[src/include/pwt_pkg.sv]
// Constants, types and register map of the power waveform timer core
// Contract
// RULE1: twelve-bit counter on its own asynchronous clock; the code keeps it on the system clock with a count enable per source tick
// RULE2: two units, two outputs, two replica outputs
// RULE3: counter compared against compare values every count
// RULE4: interrupts and events on match and overflow
// RULE5: byte-wide compare values moved into counter domain
// RULE6: ten input modes per event channel
// RULE7: two double-buffered capture channels
// RULE8: counter clock from oscillator, external or system
// RULE9: halt in debug break unless run bit set
// RULE10: forced fault on both channels during break
// RULE11: cycle of four successive counter states
// RULE12: one, two, four ramp and dual ramp
// RULE13: software waits for ready before enable change
// RULE14: outputs low until counter first enabled
package pwt_pkg;
  // ********************************************
  // Register offsets
  // ********************************************
  localparam int ADR_W = 5;
  localparam logic [4:0] ADR_CONTROL_FIRST = 5'h00;
  localparam logic [4:0] ADR_INPUT_MODE = 5'h01;
  localparam logic [4:0] ADR_COMMAND = 5'h02;
  localparam logic [4:0] ADR_STATUS = 5'h03;
  localparam logic [4:0] ADR_DEBUG_CONTROL = 5'h04;
  localparam logic [4:0] ADR_INT_MASK = 5'h05;
  localparam logic [4:0] ADR_INT_STATUS = 5'h06;
  localparam logic [4:0] ADR_OUT_ROUTE = 5'h07;
  localparam logic [4:0] ADR_CMP_BASE = 5'h08;
  localparam logic [4:0] ADR_CAP_A_LO = 5'h10;
  localparam logic [4:0] ADR_CAP_A_HI = 5'h11;
  localparam logic [4:0] ADR_CAP_B_LO = 5'h12;
  localparam logic [4:0] ADR_CAP_B_HI = 5'h13;
  // ********************************************
  // Field positions
  // ********************************************
  localparam int CTL_ENABLE = 0;
  localparam int CTL_CLOCK_SOURCE_SELECT_LSB = 1;
  localparam int CTL_RAMP_LSB = 3;
  localparam int CTL_FIELDS_MSB = 4;
  localparam int CMD_SYNC_EOC = 0;
  localparam int CMD_SYNC = 1;
  localparam int CMD_RESTART = 2;
  localparam int CMD_CAP_A = 3;
  localparam int CMD_CAP_B = 4;
  localparam int STS_ENABLE_SYNC_READY = 0;
  localparam int STS_CMDRDY = 1;
  localparam int DBG_RUN = 0;
  localparam int DBG_FAULT = 2;
  localparam int IRQ_OVF = 0;
  localparam int IRQ_CMPA = 1;
  localparam int IRQ_CMPB = 2;
  localparam int IRQ_CAPA = 3;
  localparam int IRQ_CAPB = 4;
  localparam int IRQ_W = 5;
  localparam int ROUTE_C = 0;
  localparam int ROUTE_D = 1;
  // Input mode action bits
  localparam int ACT_CAP = 0;
  localparam int ACT_OWN = 1;
  localparam int ACT_BOTH = 2;
  localparam int ACT_RESTART = 3;
  localparam int ACT_LATCH = 4;
  // ********************************************
  // Reset values and timing
  // ********************************************
  localparam int CNT_W = 12;
  localparam logic [11:0] CMP_RESET = 12'h000;
  localparam logic [1:0] ENABLE_SYNC_CYCLES = 2'h2;
  // ********************************************
  // Types
  // ********************************************
  typedef enum logic [1:0] {CLK_OSC, CLK_EXT, CLK_SYS} pwt_clock_source_select_t;
  typedef enum logic [1:0] {RAMP_ONE, RAMP_TWO, RAMP_FOUR,
    RAMP_DUAL} pwt_ramp_t;
  typedef enum logic [1:0] {ST_DEAD_A, ST_ON_A, ST_DEAD_B,
    ST_ON_B} pwt_cycle_t;
  typedef enum logic [3:0] {IM_NONE, IM_CAPTURE, IM_KILL_OWN,
    IM_KILL_BOTH, IM_RESTART, IM_KILL_OWN_RESTART,
    IM_KILL_BOTH_RESTART, IM_CAPTURE_RESTART, IM_LATCH_OWN,
    IM_LATCH_BOTH} pwt_inmode_t;

  // Unused codes above the tenth mode act as no mode at all
  function automatic logic [4:0] modeAction(input logic [3:0] m);
    case (m)
      IM_CAPTURE: modeAction = 5'h01;
      IM_KILL_OWN: modeAction = 5'h02;
      IM_KILL_BOTH: modeAction = 5'h04;
      IM_RESTART: modeAction = 5'h08;
      IM_KILL_OWN_RESTART: modeAction = 5'h0a;
      IM_KILL_BOTH_RESTART: modeAction = 5'h0c;
      IM_CAPTURE_RESTART: modeAction = 5'h09;
      IM_LATCH_OWN: modeAction = 5'h12;
      IM_LATCH_BOTH: modeAction = 5'h14;
      default: modeAction = 5'h00;
    endcase
  endfunction
endpackage

[src/verilog/pwt_sync.sv]
// Two-stage synchroniser for pins from outside the clock domain
`timescale 1ns/1ps
module pwt_sync
  import pwt_pkg::*;
#(
  parameter int WIDTH = 4
) (
  input wire logic clock,
  input wire logic nrst,
  input wire logic clkEn,
  input wire logic [WIDTH-1:0] pinIn,
  output logic [WIDTH-1:0] syncOut
);
  typedef struct packed {
    logic [WIDTH-1:0] stage1;
    logic [WIDTH-1:0] stage2;
  } pwt_sync_state_t;
  pwt_sync_state_t r, next_r;

  if (WIDTH < 1) begin : g_chk
    $error("pwt_sync needs at least one bit");
  end

  always_comb begin
    next_r.stage1 = pinIn;
    next_r.stage2 = r.stage1;
  end

  always_ff @(posedge clock) begin
    if (!nrst) begin
      r <= '0;
    end else if (clkEn) begin
      r <= next_r;
    end
  end

  assign syncOut = r.stage2;
endmodule

[src/verilog/pwt_capture.sv]
// Double-buffered capture channel with high byte held on low read
`timescale 1ns/1ps
module pwt_capture
  import pwt_pkg::*;
(
  input wire logic clock,
  input wire logic nrst,
  input wire logic clkEn,
  input wire logic capStrobe,
  input wire logic [11:0] cntVal,
  input wire logic readLow,
  output logic [7:0] capLow,
  output logic [3:0] capHigh
);
  // Latching the high byte on the low read keeps the pair coherent
  typedef struct packed {
    logic [11:0] shadow;
    logic [3:0] hiHeld;
  } pwt_cap_state_t;
  pwt_cap_state_t r, next_r;

  always_comb begin
    next_r = r;
    if (capStrobe) begin
      next_r.shadow = cntVal; // see RULE7
    end
    if (readLow) begin
      next_r.hiHeld = r.shadow[11:8]; // see RULE7
    end
  end

  always_ff @(posedge clock) begin
    if (!nrst) begin
      r <= '0;
    end else if (clkEn) begin
      r <= next_r;
    end
  end

  assign capLow = r.shadow[7:0];
  assign capHigh = r.hiHeld;
endmodule

[src/verilog/pwt_core.sv]
// Power waveform timer core: counter, compare, events, registers
//
// Implementation choices: the address map and the address-and-strobe port.
`timescale 1ns/1ps
module pwt_core
  import pwt_pkg::*;
#(
  parameter int CNT_WIDTH = CNT_W
) (
  input wire logic clock,
  input wire logic nrst,
  input wire logic clkEn,
  input wire logic [4:0] addr,
  input wire logic [7:0] wrData,
  input wire logic wrEn,
  input wire logic rdEn,
  output logic [7:0] rdData,
  input wire logic oscClk,
  input wire logic extClk,
  input wire logic eventA,
  input wire logic eventB,
  input wire logic dbgHalt,
  output logic waveOutA,
  output logic waveOutB,
  output logic waveOutC,
  output logic waveOutD,
  output logic irq,
  output logic evOverflow,
  output logic evCompareA,
  output logic evCompareB
);
  if (CNT_WIDTH != 12) begin : g_chk
    $error("pwt_core supports a twelve-bit counter only");
  end

  // ********************************************
  // State
  // ********************************************
  typedef struct packed {
    logic [7:0] ctrl;
    logic [7:0] inMode;
    logic enabled;
    logic [1:0] enWait;
    logic syncEocPend;
    logic runHalt;
    logic faultForce;
    logic [IRQ_W-1:0] mask;
    logic [IRQ_W-1:0] flags;
    logic [1:0] route;
    logic [3:0][11:0] cmpBuf;
    logic [3:0][11:0] cmp;
    logic [11:0] cnt;
    logic down;
    pwt_cycle_t phase;
    logic [1:0] evPrev;
    logic [1:0] killLatch;
    logic srcPrev;
    logic evOvf;
    logic evCmpA;
    logic evCmpB;
    logic [3:0] wave;
    logic irq;
    logic [7:0] rdData;
  } pwt_core_state_t;
  pwt_core_state_t r, n;

  logic [3:0] pinSync;
  logic [1:0] evSync;
  logic [1:0] evLvl;
  logic [1:0] evEdge;
  logic [1:0][4:0] act;
  logic [1:0] kill;
  logic [1:0] capStrobe;
  logic [1:0] capRdLow;
  logic [1:0][7:0] capLo;
  logic [1:0][3:0] capHi;
  logic [IRQ_W-1:0] setFlags;
  logic [IRQ_W-1:0] clrFlags;
  pwt_clock_source_select_t clock_source_select;
  pwt_ramp_t ramp;
  logic selSrc;
  logic tick;
  logic stall;
  logic forceFault;
  logic enable_sync_ready;
  logic cmdRdy;
  logic protectNow;
  logic restartAny;
  logic copyCmp;
  logic ovf;
  logic halfA;
  logic [11:0] curLim;
  logic [11:0] rampLim;
  logic [11:0] rampThr;
  logic [7:0] stsByte;

  // ********************************************
  // Helpers
  // ********************************************
  function automatic logic [11:0] putByte(input logic [11:0] v,
      input logic hi, input logic [7:0] d);
    putByte = hi ? {d[3:0], v[7:0]} : {v[11:8], d};
  endfunction

  function automatic logic [7:0] getByte(input logic [11:0] v,
      input logic hi);
    getByte = hi ? {4'h0, v[11:8]} : v[7:0];
  endfunction

  // One-ramp region of the cycle from the counter position
  function automatic pwt_cycle_t region(input logic [11:0] c,
      input logic [3:0][11:0] k);
    if (c < k[0]) begin
      region = ST_DEAD_A;
    end else if (c < k[1]) begin
      region = ST_ON_A;
    end else if (c < k[2]) begin
      region = ST_DEAD_B;
    end else begin
      region = ST_ON_B;
    end
  endfunction

  function automatic pwt_cycle_t nextPhase(input pwt_cycle_t p);
    case (p)
      ST_DEAD_A: nextPhase = ST_ON_A;
      ST_ON_A: nextPhase = ST_DEAD_B;
      ST_DEAD_B: nextPhase = ST_ON_B;
      default: nextPhase = ST_DEAD_A;
    endcase
  endfunction

  // ********************************************
  // Pins and capture channels
  // ********************************************
  pwt_sync #(.WIDTH(4)) u_sync (
    .clock(clock),
    .nrst(nrst),
    .clkEn(clkEn),
    .pinIn({extClk, oscClk, eventB, eventA}),
    .syncOut(pinSync)
  );

  for (genvar g = 0; g < 2; g++) begin : g_cap
    pwt_capture u_cap (
      .clock(clock),
      .nrst(nrst),
      .clkEn(clkEn),
      .capStrobe(capStrobe[g]),
      .cntVal(r.cnt),
      .readLow(capRdLow[g]),
      .capLow(capLo[g]),
      .capHigh(capHi[g])
    );
  end

  assign capRdLow[0] = rdEn && (addr == ADR_CAP_A_LO);
  assign capRdLow[1] = rdEn && (addr == ADR_CAP_B_LO);
  assign evSync = pinSync[1:0];
  assign clock_source_select = pwt_clock_source_select_t'(r.ctrl[CTL_CLOCK_SOURCE_SELECT_LSB +: 2]);
  assign ramp = pwt_ramp_t'(r.ctrl[CTL_RAMP_LSB +: 2]);
  assign selSrc = (clock_source_select == CLK_OSC) ? pinSync[2] : pinSync[3];
  // The counter side advances on sampled edges of the oscillator or external source, and every clock on the system source
  assign tick = (clock_source_select == CLK_OSC || clock_source_select == CLK_EXT) ?
    (selSrc && !r.srcPrev) : 1'b1; // see RULE1 see RULE8
  assign stall = dbgHalt && !r.runHalt; // see RULE9
  assign forceFault = dbgHalt && r.faultForce; // see RULE10
  assign evLvl = (evSync & {2{!stall}}) | {2{forceFault}}; // see RULE10
  assign evEdge = evLvl & ~r.evPrev;
  assign enable_sync_ready = (r.enWait == 2'h0);
  assign cmdRdy = enable_sync_ready && !r.syncEocPend;
  assign protectNow = r.ctrl[CTL_ENABLE] || r.enabled;
  assign curLim = r.cmp[r.phase];
  assign halfA = (r.phase == ST_DEAD_A) || (r.phase == ST_ON_A);
  assign rampLim = halfA ? r.cmp[1] : r.cmp[3];
  assign rampThr = halfA ? r.cmp[0] : r.cmp[2];

  // ********************************************
  // Next state
  // ********************************************
  always_comb begin
    n = r;
    n.evOvf = 1'b0;
    n.evCmpA = 1'b0;
    n.evCmpB = 1'b0;
    n.rdData = 8'h00;
    n.srcPrev = selSrc;
    n.evPrev = evLvl;
    ovf = 1'b0;
    restartAny = 1'b0;
    copyCmp = 1'b0;
    capStrobe = 2'h0;
    clrFlags = '0;
    kill = 2'h0;
    stsByte = 8'h00;
    stsByte[STS_ENABLE_SYNC_READY] = enable_sync_ready;
    stsByte[STS_CMDRDY] = cmdRdy;
    act[0] = modeAction(r.inMode[3:0]);
    act[1] = modeAction(r.inMode[7:4]);
    if (wrEn) begin
      case (addr)
        ADR_CONTROL_FIRST: begin
          // Enable changes only once the previous one has settled
          if (enable_sync_ready && wrData[CTL_ENABLE] != r.ctrl[CTL_ENABLE]) begin
            n.ctrl[CTL_ENABLE] = wrData[CTL_ENABLE]; // see RULE13
            n.enWait = ENABLE_SYNC_CYCLES;
          end
          if (!protectNow) begin
            n.ctrl[CTL_FIELDS_MSB:CTL_CLOCK_SOURCE_SELECT_LSB] =
              wrData[CTL_FIELDS_MSB:CTL_CLOCK_SOURCE_SELECT_LSB]; // see RULE13
          end
        end
        ADR_INPUT_MODE: begin
          if (!protectNow) begin
            n.inMode = wrData; // see RULE6
          end
        end
        ADR_COMMAND: begin
          if (r.enabled) begin
            if (wrData[CMD_SYNC] && cmdRdy) begin
              copyCmp = 1'b1; // see RULE5
            end
            if (wrData[CMD_SYNC_EOC] && cmdRdy) begin
              n.syncEocPend = 1'b1;
            end
            if (wrData[CMD_RESTART]) begin
              restartAny = 1'b1;
              n.killLatch = 2'h0;
            end
            capStrobe = {wrData[CMD_CAP_B], wrData[CMD_CAP_A]};
          end
        end
        ADR_DEBUG_CONTROL: begin
          n.runHalt = wrData[DBG_RUN];
          n.faultForce = wrData[DBG_FAULT];
        end
        ADR_INT_MASK: begin
          n.mask = wrData[IRQ_W-1:0];
        end
        ADR_INT_STATUS: begin
          clrFlags = wrData[IRQ_W-1:0];
        end
        ADR_OUT_ROUTE: begin
          if (!protectNow) begin
            n.route = wrData[1:0];
          end
        end
        default: begin
          // Buffers take bytes only while no transfer is pending
          if (addr[4:3] == ADR_CMP_BASE[4:3] && cmdRdy) begin
            n.cmpBuf[addr[2:1]] =
              putByte(r.cmpBuf[addr[2:1]], addr[0], wrData); // see RULE5
          end
        end
      endcase
    end
    if (rdEn) begin
      case (addr)
        ADR_CONTROL_FIRST: n.rdData = r.ctrl;
        ADR_INPUT_MODE: n.rdData = r.inMode;
        ADR_STATUS: n.rdData = stsByte;
        ADR_DEBUG_CONTROL: begin
          n.rdData[DBG_RUN] = r.runHalt;
          n.rdData[DBG_FAULT] = r.faultForce;
        end
        ADR_INT_MASK: n.rdData[IRQ_W-1:0] = r.mask;
        ADR_INT_STATUS: n.rdData[IRQ_W-1:0] = r.flags;
        ADR_OUT_ROUTE: n.rdData[1:0] = r.route;
        ADR_CAP_A_LO: n.rdData = capLo[0];
        ADR_CAP_A_HI: n.rdData = {4'h0, capHi[0]};
        ADR_CAP_B_LO: n.rdData = capLo[1];
        ADR_CAP_B_HI: n.rdData = {4'h0, capHi[1]};
        default: begin
          if (addr[4:3] == ADR_CMP_BASE[4:3]) begin
            n.rdData = getByte(r.cmpBuf[addr[2:1]], addr[0]);
          end
        end
      endcase
    end
    // Enable takes effect after the domain crossing delay
    if (r.enWait != 2'h0) begin
      n.enWait = r.enWait - 2'h1;
      if (r.enWait == 2'h1) begin
        n.enabled = r.ctrl[CTL_ENABLE];
        if (r.ctrl[CTL_ENABLE]) begin
          copyCmp = 1'b1; // see RULE5
          restartAny = 1'b1;
          n.killLatch = 2'h0;
        end else begin
          n.syncEocPend = 1'b0;
        end
      end
    end
    if (r.enabled) begin
      for (int i = 0; i < 2; i++) begin
        if (evEdge[i] && act[i][ACT_RESTART]) begin
          restartAny = 1'b1; // see RULE6
        end
        if (evEdge[i] && act[i][ACT_CAP]) begin
          capStrobe[i] = 1'b1; // see RULE6 see RULE7
        end
        if (evEdge[i] && act[i][ACT_LATCH]) begin
          n.killLatch = n.killLatch |
            (act[i][ACT_BOTH] ? 2'h3 : 2'(1 << i)); // see RULE6
        end
        if (evLvl[i] && act[i][ACT_OWN]) begin
          kill[i] = 1'b1;
        end
        if (evLvl[i] && act[i][ACT_BOTH]) begin
          kill = 2'h3;
        end
      end
    end
    kill = kill | n.killLatch;
    // Counter and the four-state cycle
    if (restartAny) begin
      n.cnt = 12'h000;
      n.down = 1'b0;
      n.phase = ST_DEAD_A;
    end else if (r.enabled && tick && !stall) begin
      case (ramp)
        RAMP_FOUR: begin
          if (r.cnt >= curLim) begin
            n.cnt = 12'h000; // see RULE12
            n.phase = nextPhase(r.phase); // see RULE11
            ovf = (r.phase == ST_ON_B);
          end else begin
            n.cnt = r.cnt + 12'h001;
          end
        end
        RAMP_TWO: begin
          if (r.cnt >= rampLim) begin
            n.cnt = 12'h000; // see RULE12
            n.phase = halfA ? ST_DEAD_B : ST_DEAD_A;
            ovf = !halfA;
          end else begin
            n.cnt = r.cnt + 12'h001;
            if (n.cnt >= rampThr) begin
              n.phase = halfA ? ST_ON_A : ST_ON_B; // see RULE3
            end
          end
        end
        RAMP_ONE: begin
          if (r.cnt >= r.cmp[3]) begin
            n.cnt = 12'h000; // see RULE12
            ovf = 1'b1;
          end else begin
            n.cnt = r.cnt + 12'h001;
          end
          n.phase = region(n.cnt, r.cmp); // see RULE3 see RULE11
        end
        default: begin
          if (!r.down) begin
            if (r.cnt >= r.cmp[3] && r.cnt != 12'h000) begin
              n.down = 1'b1; // see RULE12
              n.cnt = r.cnt - 12'h001;
            end else begin
              n.cnt = r.cnt + 12'h001;
            end
          end else if (r.cnt == 12'h000) begin
            n.down = 1'b0;
            n.cnt = 12'h001;
            ovf = 1'b1;
          end else begin
            n.cnt = r.cnt - 12'h001;
          end
          if (!n.down) begin
            n.phase = (n.cnt >= r.cmp[0]) ? ST_ON_A : ST_DEAD_A;
          end else begin
            n.phase = (n.cnt < r.cmp[2]) ? ST_ON_B : ST_DEAD_B;
          end
        end
      endcase
    end
    if (ovf && r.syncEocPend) begin
      copyCmp = 1'b1; // see RULE5
      n.syncEocPend = 1'b0;
    end
    if (copyCmp) begin
      n.cmp = r.cmpBuf; // see RULE5
    end
    n.evOvf = ovf; // see RULE4
    n.evCmpA = r.enabled && n.phase == ST_ON_A &&
      r.phase != ST_ON_A; // see RULE3 see RULE4
    n.evCmpB = r.enabled && n.phase == ST_ON_B &&
      r.phase != ST_ON_B; // see RULE3 see RULE4
    setFlags = '0;
    setFlags[IRQ_OVF] = ovf;
    setFlags[IRQ_CMPA] = n.evCmpA;
    setFlags[IRQ_CMPB] = n.evCmpB;
    setFlags[IRQ_CAPA] = capStrobe[0];
    setFlags[IRQ_CAPB] = capStrobe[1];
    // A new event beats a clear in the same cycle
    n.flags = (r.flags & ~clrFlags) | setFlags; // see RULE4
    n.irq = |(n.flags & n.mask);
    // Outputs stay low while disabled, including from reset
    n.wave[0] = n.enabled && n.phase == ST_ON_A &&
      !kill[0]; // see RULE2 see RULE14
    n.wave[1] = n.enabled && n.phase == ST_ON_B &&
      !kill[1]; // see RULE2 see RULE14
    n.wave[2] = n.route[ROUTE_C] ? n.wave[1] : n.wave[0]; // see RULE2
    n.wave[3] = n.route[ROUTE_D] ? n.wave[1] : n.wave[0]; // see RULE2
  end

  always_ff @(posedge clock) begin
    if (!nrst) begin
      r <= '0;
    end else if (clkEn) begin
      r <= n;
    end
  end

  assign rdData = r.rdData;
  assign waveOutA = r.wave[0];
  assign waveOutB = r.wave[1];
  assign waveOutC = r.wave[2];
  assign waveOutD = r.wave[3];
  assign irq = r.irq;
  assign evOverflow = r.evOvf;
  assign evCompareA = r.evCmpA;
  assign evCompareB = r.evCmpB;
endmodule

[config.mk]
export PLATFORM = sky130hd
export DESIGN_NAME = pwt_core
export DESIGN_NICKNAME = d
export VERILOG_FILES = /design/src/include/pwt_pkg.sv /design/src/verilog/pwt_sync.sv /design/src/verilog/pwt_capture.sv /design/src/verilog/pwt_core.sv
export SDC_FILE = /design/constraint.sdc
export NUM_CORES = 1
export LEC_CHECK = 0
export ABC_AREA = 1
export BUFFER_PORTS_ARGS = -buffer_cell sky130_fd_sc_hd__buf_2
export CAP_MARGIN = 40
export CORE_AREA = 3 3 158 160
export CTS_BUF_LIST = sky130_fd_sc_hd__clkbuf_16
export DETAILED_ROUTE_END_ITERATION = 8
export DIE_AREA = 0 0 161 163
export PLACE_DENSITY = 0.77
export SETUP_SLACK_MARGIN = 0.3
export SLEW_MARGIN = 20
export SYNTH_ARGS = -nofsm -noshare
export SYNTH_HDL_FRONTEND = slang
export SYNTH_SLANG_ARGS = --single-unit
[constraint.sdc]
create_clock -name clock -period 4.48 [get_ports clock]
set_input_delay 0 -clock clock [delete_from_list [all_inputs] [get_ports clock]]
set_output_delay 0 -clock clock [all_outputs]
set_load 0.05 [all_outputs]
Yosys cells after proc, flatten, opt, wreduce, memory -nomap -nowiden. Memory sizes are Yosys's and may differ from the RTL's. A register that Yosys moved wholly into a read port is not among the register bits. Cells that the tools add are included.

Output and inout port bits: 16. Bits in read-only memories: 160. Word-level logic and storage cells: 293. Bits of input ports: 23. Memories kept: 2. Flip-flop bits (word level): 203.

Memories: (no name shown) (depth 16, width 5, read ports 1, clocked after memory_dff 1, wr ports 0, RTL line pwt_pkg.sv:86) `case (m)`; (no name shown) (depth 16, width 5, read ports 1, clocked after memory_dff 1, wr ports 0, RTL line pwt_pkg.sv:86).

Mux-type cells: 127. Reduce and logical (&&, ||, !) cells: 74. Bitwise gates (word level): 13. Add/sub/neg operators: 3. Eq/ne operators: 25. Order comparisons: 12.

Operators by type and width (number): two-way mux 12 bit (14); two-way mux 48 bit (2); two-way mux 2 bit (32); greater-or-equal comparator 12 bit (5); two-way mux 13 bit (4); two-way mux 50 bit (1); binary-select mux 12 bit (select 2 bit) (2); bitwise mux 48 bit (1); less-than comparator 12 bit (4); two-way mux 1 bit (47); one-hot mux 12 bit (3 select lines) (1); logical AND 1 bit (33); two-way mux 15 bit (2); demux 12 bit (select 2 bit) (1); two-way mux 8 bit (3); one-hot mux 1 bit (11 select lines) (2); == test 5 x 3 -> 1 bit, second input constant (4); == test 5 bit, second input constant (4); two-way mux 4 bit (5); AND reduction 4 bit (5); one-hot mux 2 bit (9 select lines) (1); two-way mux 5 bit (3); adder 12 x 1 -> 12 bit, second input constant (1); == test 2 x 1 -> 1 bit, second input constant (6); 36 further kinds (71).

Longest topological paths before layout.
Depth in word-level cells: 24. Depth in mapped cells: 34. Gate-level depth less buffers: 34.

Hierarchy. From an unflattened synthesis, not the netlist that was laid out.

Cells, all modules: 1944. Area, all modules: 13526.7 sq um.

Modules (own cells, without submodules): pwt_core (area each 11658.7 sq um, cells an instance 1665, instances 1, seq. area each 3463.3 sq um); pwt_capture (area each 755.7 sq um, cells an instance 114, instances 2, seq. area each 320.3 sq um); pwt_sync (area each 356.6 sq um, cells an instance 51, instances 1, seq. area each 160.2 sq um).

Least setup slack after synthesis. No wires, ideal clock.

Kind: register -> register. Start: register r[24] in the netlist's numbering. End: register r (netlist bit irq). Arrival: 3467 ps. Path slack: 885 ps. Cell stages (with the launch flop): 32. Setup time: 128 ps. Period minus slack after synthesis: 3595 ps. Data required time: 4352 ps. Cells stage by stage: dfxtp_1 -> inv_2 -> ha_1 -> nand2_1 -> nand3_1 -> nand2_1 -> nand2_1 -> nand2_1 -> nand2_2 -> a21oi_2 -> inv_2 -> clkbuf_1 -> a32oi_1 -> ha_1 -> a21oi_1 -> nor2_1 -> a211oi_1 -> nand2_1 -> nand2_1 -> nand2_1 -> nand3_1 -> nand3_1 -> nand2_1 -> nand2_1 -> nand3_1 -> nand2_2 -> nand3_1 -> nand2_1 -> nand2_1 -> nand2_1 -> nor2_1 -> nor2_1.

Word-level cells in the longest chain between the ends: 19. Elaborated cells between the ends (all ways): 55. Classes of those cells: add/sub (2); order compare (9); eq/ne (2); mux (32); bitwise (2); reduce/logical (8).

RTL lines: start: declaration (RTL line pwt_core.sv:65) `pwt_core_state_t r, n;`; start signal: assignment (RTL line pwt_core.sv:409) `r <= n;`; greater-or-equal comparator 12 bit / nonzero test 12 bit (equally long branches) (RTL line pwt_core.sv:344, pwt_core.sv:354); logical AND 1 bit (RTL line pwt_core.sv:354) `if (r.cnt >= r.cmp[3] && r.cnt != 12'h000) begin`; two-way mux 12 bit (RTL line pwt_core.sv:354); two-way mux 13 bit (RTL line pwt_core.sv:353) `if (!r.down) begin`; two-way mux 13 bit (RTL line pwt_core.sv:321) `case (ramp)`; two-way mux 13 bit (RTL line pwt_core.sv:320) `end else if (r.enabled && tick && !stall) begin`; two-way mux 13 bit (RTL line pwt_core.sv:316) `if (restartAny) begin`; greater-or-equal comparator 12 bit / less-than comparator 12 bit (equally long branches) (RTL line pwt_core.sv:368, pwt_core.sv:370); [... 2 more ...]; one-hot mux 2 bit (3 select lines) (RTL line pwt_core.sv:321); two-way mux 15 bit (RTL line pwt_core.sv:320); two-way mux 15 bit (RTL line pwt_core.sv:316); == test 2 x 1 -> 1 bit / == test 2 bit (equally long branches) (RTL line pwt_core.sv:383, pwt_core.sv:385); logical AND 1 bit (on tied branches) (2 in a row) (RTL line pwt_core.sv:383, pwt_core.sv:385); bitwise OR 5 bit * (RTL line pwt_core.sv:394) `n.flags = (r.flags & ~clrFlags) | setFlags;`; bitwise AND 5 bit * (RTL line pwt_core.sv:395) `n.irq = |(n.flags & n.mask);`; OR reduction 5 bit * (RTL line pwt_core.sv:395).

Mark *: on every way between the ends. The rest lies on a longest branch, timed or not. The select of a mux whose other input is x is not followed. A chain may end at the register's enable or synchronous reset.

Final worst setup path.
Start: register r[78] in the netlist's numbering. End: register r (netlist bit irq).

Word-level cells in the longest chain between the ends: 19. Elaborated cells between the ends (all ways): 48. Classes of those cells: order compare (8); eq/ne (2); mux (30); bitwise (2); reduce/logical (6).

RTL lines (RTL line): greater-or-equal comparator 12 bit (pwt_core.sv:344, pwt_core.sv:354); logical AND 1 bit (pwt_core.sv:354); two-way mux 12 bit (pwt_core.sv:354); two-way mux 13 bit (pwt_core.sv:353); two-way mux 13 bit (pwt_core.sv:321); two-way mux 13 bit (pwt_core.sv:320); two-way mux 13 bit (pwt_core.sv:316); greater-or-equal comparator 12 bit / less-than comparator 12 bit (equally long branches) (pwt_core.sv:368, pwt_core.sv:370); [... 2 more ...]; one-hot mux 2 bit (3 select lines) (pwt_core.sv:321); two-way mux 15 bit (pwt_core.sv:320); two-way mux 15 bit (pwt_core.sv:316); == test 2 x 1 -> 1 bit / == test 2 bit (equally long branches) (pwt_core.sv:383, pwt_core.sv:385); logical AND 1 bit (on tied branches) (2 in a row) (pwt_core.sv:383, pwt_core.sv:385); bitwise OR 5 bit * (pwt_core.sv:394); bitwise AND 5 bit * (pwt_core.sv:395); OR reduction 5 bit * (pwt_core.sv:395).

Marks and branches as above.

==> impl_metrics.py <==
metrics = {
    "outcome": {
        "outcome": "complete, no violations",
    },
    "timing": {
        "rsz0062_at_grt": "yes",
        "setup_viol": 0,
        "finClkSkew_ps": 13.9,
        "final_max_slew_viol_count": 0,
        "period_needed_ps": 3990,
        "tns_ps": 0,
        "worst_pin_slew_ps": 821,
        "slew_headroom": 0.451,
        "post-route-period-util": 0.890,
        "fmax_ghz": 0.251,
        "hold_violations": 0,
        "fin_hold_ws_ps": 62.4,
    },
    "drt": {
        "routed_via_density": 5.94,
        "drt_iter0_markers": 1481,
        "drc": 0,
        "antenna_left": 0,
        "drt-pass1-iter-count": 6,
        "wl_per_cell_microns": 19.6,
        "wirelength_mm": 43.8,
        "vias": 13300,
    },
    "floorplan": {
        "initial_core_util": 0.553,
        "core_sq_um": 23500,
        "die_x_microns": 161,
        "ios": 39,
        "num_rows": 56,
        "die_area_sq_um": 26200,
        "die_h_microns": 163,
    },
    "critical_path": {
        "arrival_ps": 4380,
        "critPathRequiredTime_ps": 4870,
        "slowest_delay_ps": 310,
        "cp_common_cell": "nand2_1",
        "cp_slowest_cell": "dfxtp_1",
        "critPathMaxFanout": 6,
        "ff2ff_setup_slack_ps": 490,
        "end_kind": "register",
        "crit_type": "reg -> reg",
        "start_kind": "register",
    },
    "synthesis": {
        "synthesis.instances": 1857,
        "synth_edf_count": 0,
        "synth_nets": 1991,
        "yosysTopAreaCell": "dfxtp_1",
        "syn_area_sq_um": 13000,
        "ys_ff_latch": 213,
        "synth_top_area_frac": 0.328,
        "synth_seq_area_share": 0.328,
        "synth_flop_cell": "dfxtp_1",
        "async_flop_share": 0,
        "netlist_top_cells_area": "dfxtp_1 (33%), ha_1 (11%), a21oi_1 (9.2%), nand2_1 (8.6%), o21ai_0 (7.9%)",
        "synth.distinct_cells": 52,
        "syn_avg_cell_area_sq_um": 7.01,
        "ys_warn_count": 0,
    },
    "power": {
        "power_density_nw_per_um2": 277,
        "p_leak_nw": 6.29,
        "max-vdd-ir-drop_mv": 0.292,
    },
    "global_route": {
        "gr-total-overflow": 0,
        "met2_usage": 0.493,
        "grt.total_usage": 0.320,
        "grt_pass1_wl_mm": 66.8,
        "grt_use_met1": 0.465,
        "met3_usage": 0.0448,
        "busiest_layer": "met2",
        "antenna_found_initial": 0,
        "grt_pass1_vias": 11900,
        "grt_max_degree": 81,
    },
    "hold_path": {
        "hold_class": "in -> reg",
    },
    "place": {
        "globalplace.congestion": 1.02,
        "hpwlAfterDp_mm": 32.8,
        "numPortBuffers": 38,
    },
    "clock_tree": {
        "numCtsBuffers": 24,
        "clockBufferDepth": 3,
        "cts_max_level": 1,
        "clk_latency_ps": 520,
        "cts_tree": "built",
        "clkTransAtPathRegs_ps": 60,
        "cts-root-buf": "clkbuf_16",
        "clock_sinks": 213,
    },
    "finish": {
        "area_delta_synth_final_pct": 13.2,
        "antenna_cells": 0,
        "layout_common_cells": "nand2_1 (295), a21oi_1 (233), inv_1 (222), dfxtp_1 (208), o21ai_0 (202)",
        "final_nets": 2034,
        "mostFrequentLayoutCell": "nand2_1",
        "drive_gt1_frac": 0.117,
    },
    "run": {
        "maxCapViolations": 0,
    },
}
[worst max-delay path: cells and delay by family, from the launching register on]
kind                       cells  cell delay [ps]
and+or+nand+nor               17             1370
AOI/OAI and AO/OA              4              870
buffers and inverters          6              690
adders and majority gates      2              610
DFF                            1              310
[power breakdown]
group / switching [mW] / internal (mW) / total (mW) / leakage, nW
registers: 0.0179 / 1.92 / 1.94 / 1.73
clock network: 0.815 / 1.01 / 1.82 / 0.360
logic: 0.224 / 0.0939 / 0.318 / 4.21
total: 1.06 / 3.02 / 4.08 / 6.29
[routing by layer]
metal / up-vias / part of all wire / wire length, microns
met5: - / 0 / 0
met3: 96 / 0.099 / 4320
met2: 665 / 0.43 / 18900
met1: 6154 / 0.44 / 19200
met4: 0 / 0.032 / 1420
li1: 6360 / - / -
[path summary, 6_finish.rpt]
kind / endpoint / depth (start not counted) / from
worst max-delay path: irq$_SDFFE_PN0P_ / 29 / r[78]$_SDFFE_PN0P_
worst min-delay path: r[134]$_SDFFE_PN0P_ / 6 / wrEn
worst max register to register: irq$_SDFFE_PN0P_ / 29 / r[78]$_SDFFE_PN0P_
worst min register to register: g_cap[0].u_cap.capLow[4]$_SDFFE_PN0P_ / 2 / g_cap[0].u_cap.capLow[4]$_SDFFE_PN0P_
[synth_stat cells, types with 18 or more instances]
cell	instances
nand2_1	298
a21oi_1	240
inv_1	220
dfxtp_1	213
o21ai_0	205
nor2_1	148
ha_1	111
clkbuf_1	71
nand3_1	62
o21ai_1	43
inv_2	23
a221oi_1	21
o211ai_1	21
nor3_1	18
[per-stage QoR]
stage	power [mW]	instance area [sq um]	utilization	setup slack, ps	std cells
3_5_place_dp	2.27	13500	0.572	280	2158
2_1_floorplan	2.17	13000	-	885	1857
6_report	4.08	14700	0.625	494	2233
4_1_cts	4.07	14400	0.613	313	2223
5_1_grt	4.20	14700	0.625	231	2233
3_3_place_gp	2.26	13400	0.570	298	2153
[area by class of cell]
cell class,instances,area (sq um)
fillers,2117,8820
multi-input cells,1303,7560
flip-flops and latches,213,4270
inverters,244,923
repair buffers,114,856
clock buffers,25,626
well taps,319,399
clock inverters,15,82.6
[cell families (layout without fill, tap and decap cells)]
logic type | after synthesis | in the layout | synth area share
buffers and inverters | 341 | 398 | 0.107
and+or+nand+nor | 583 | 583 | 0.196
AOI/OAI and AO/OA | 594 | 594 | 0.253
xor gates and xnor gates | 14 | 14 | 0.00943
muxes | 1 | 1 | 0.000769
adders and majority gates | 111 | 111 | 0.107
DFF | 213 | 213 | 0.328
[timing repair]
action / in CTS / in global routing
setup endpoints to repair: 3 / 33
gates resized for setup: 1 / 54
pin swaps: 0 / 9
endpoints found under the hold margin: 63 / 0
hold buffers: 25 / 0
buffers inserted: 0 / 10
cloned: 0 / 0
Note: power is estimated with default switching activity, not from simulation.
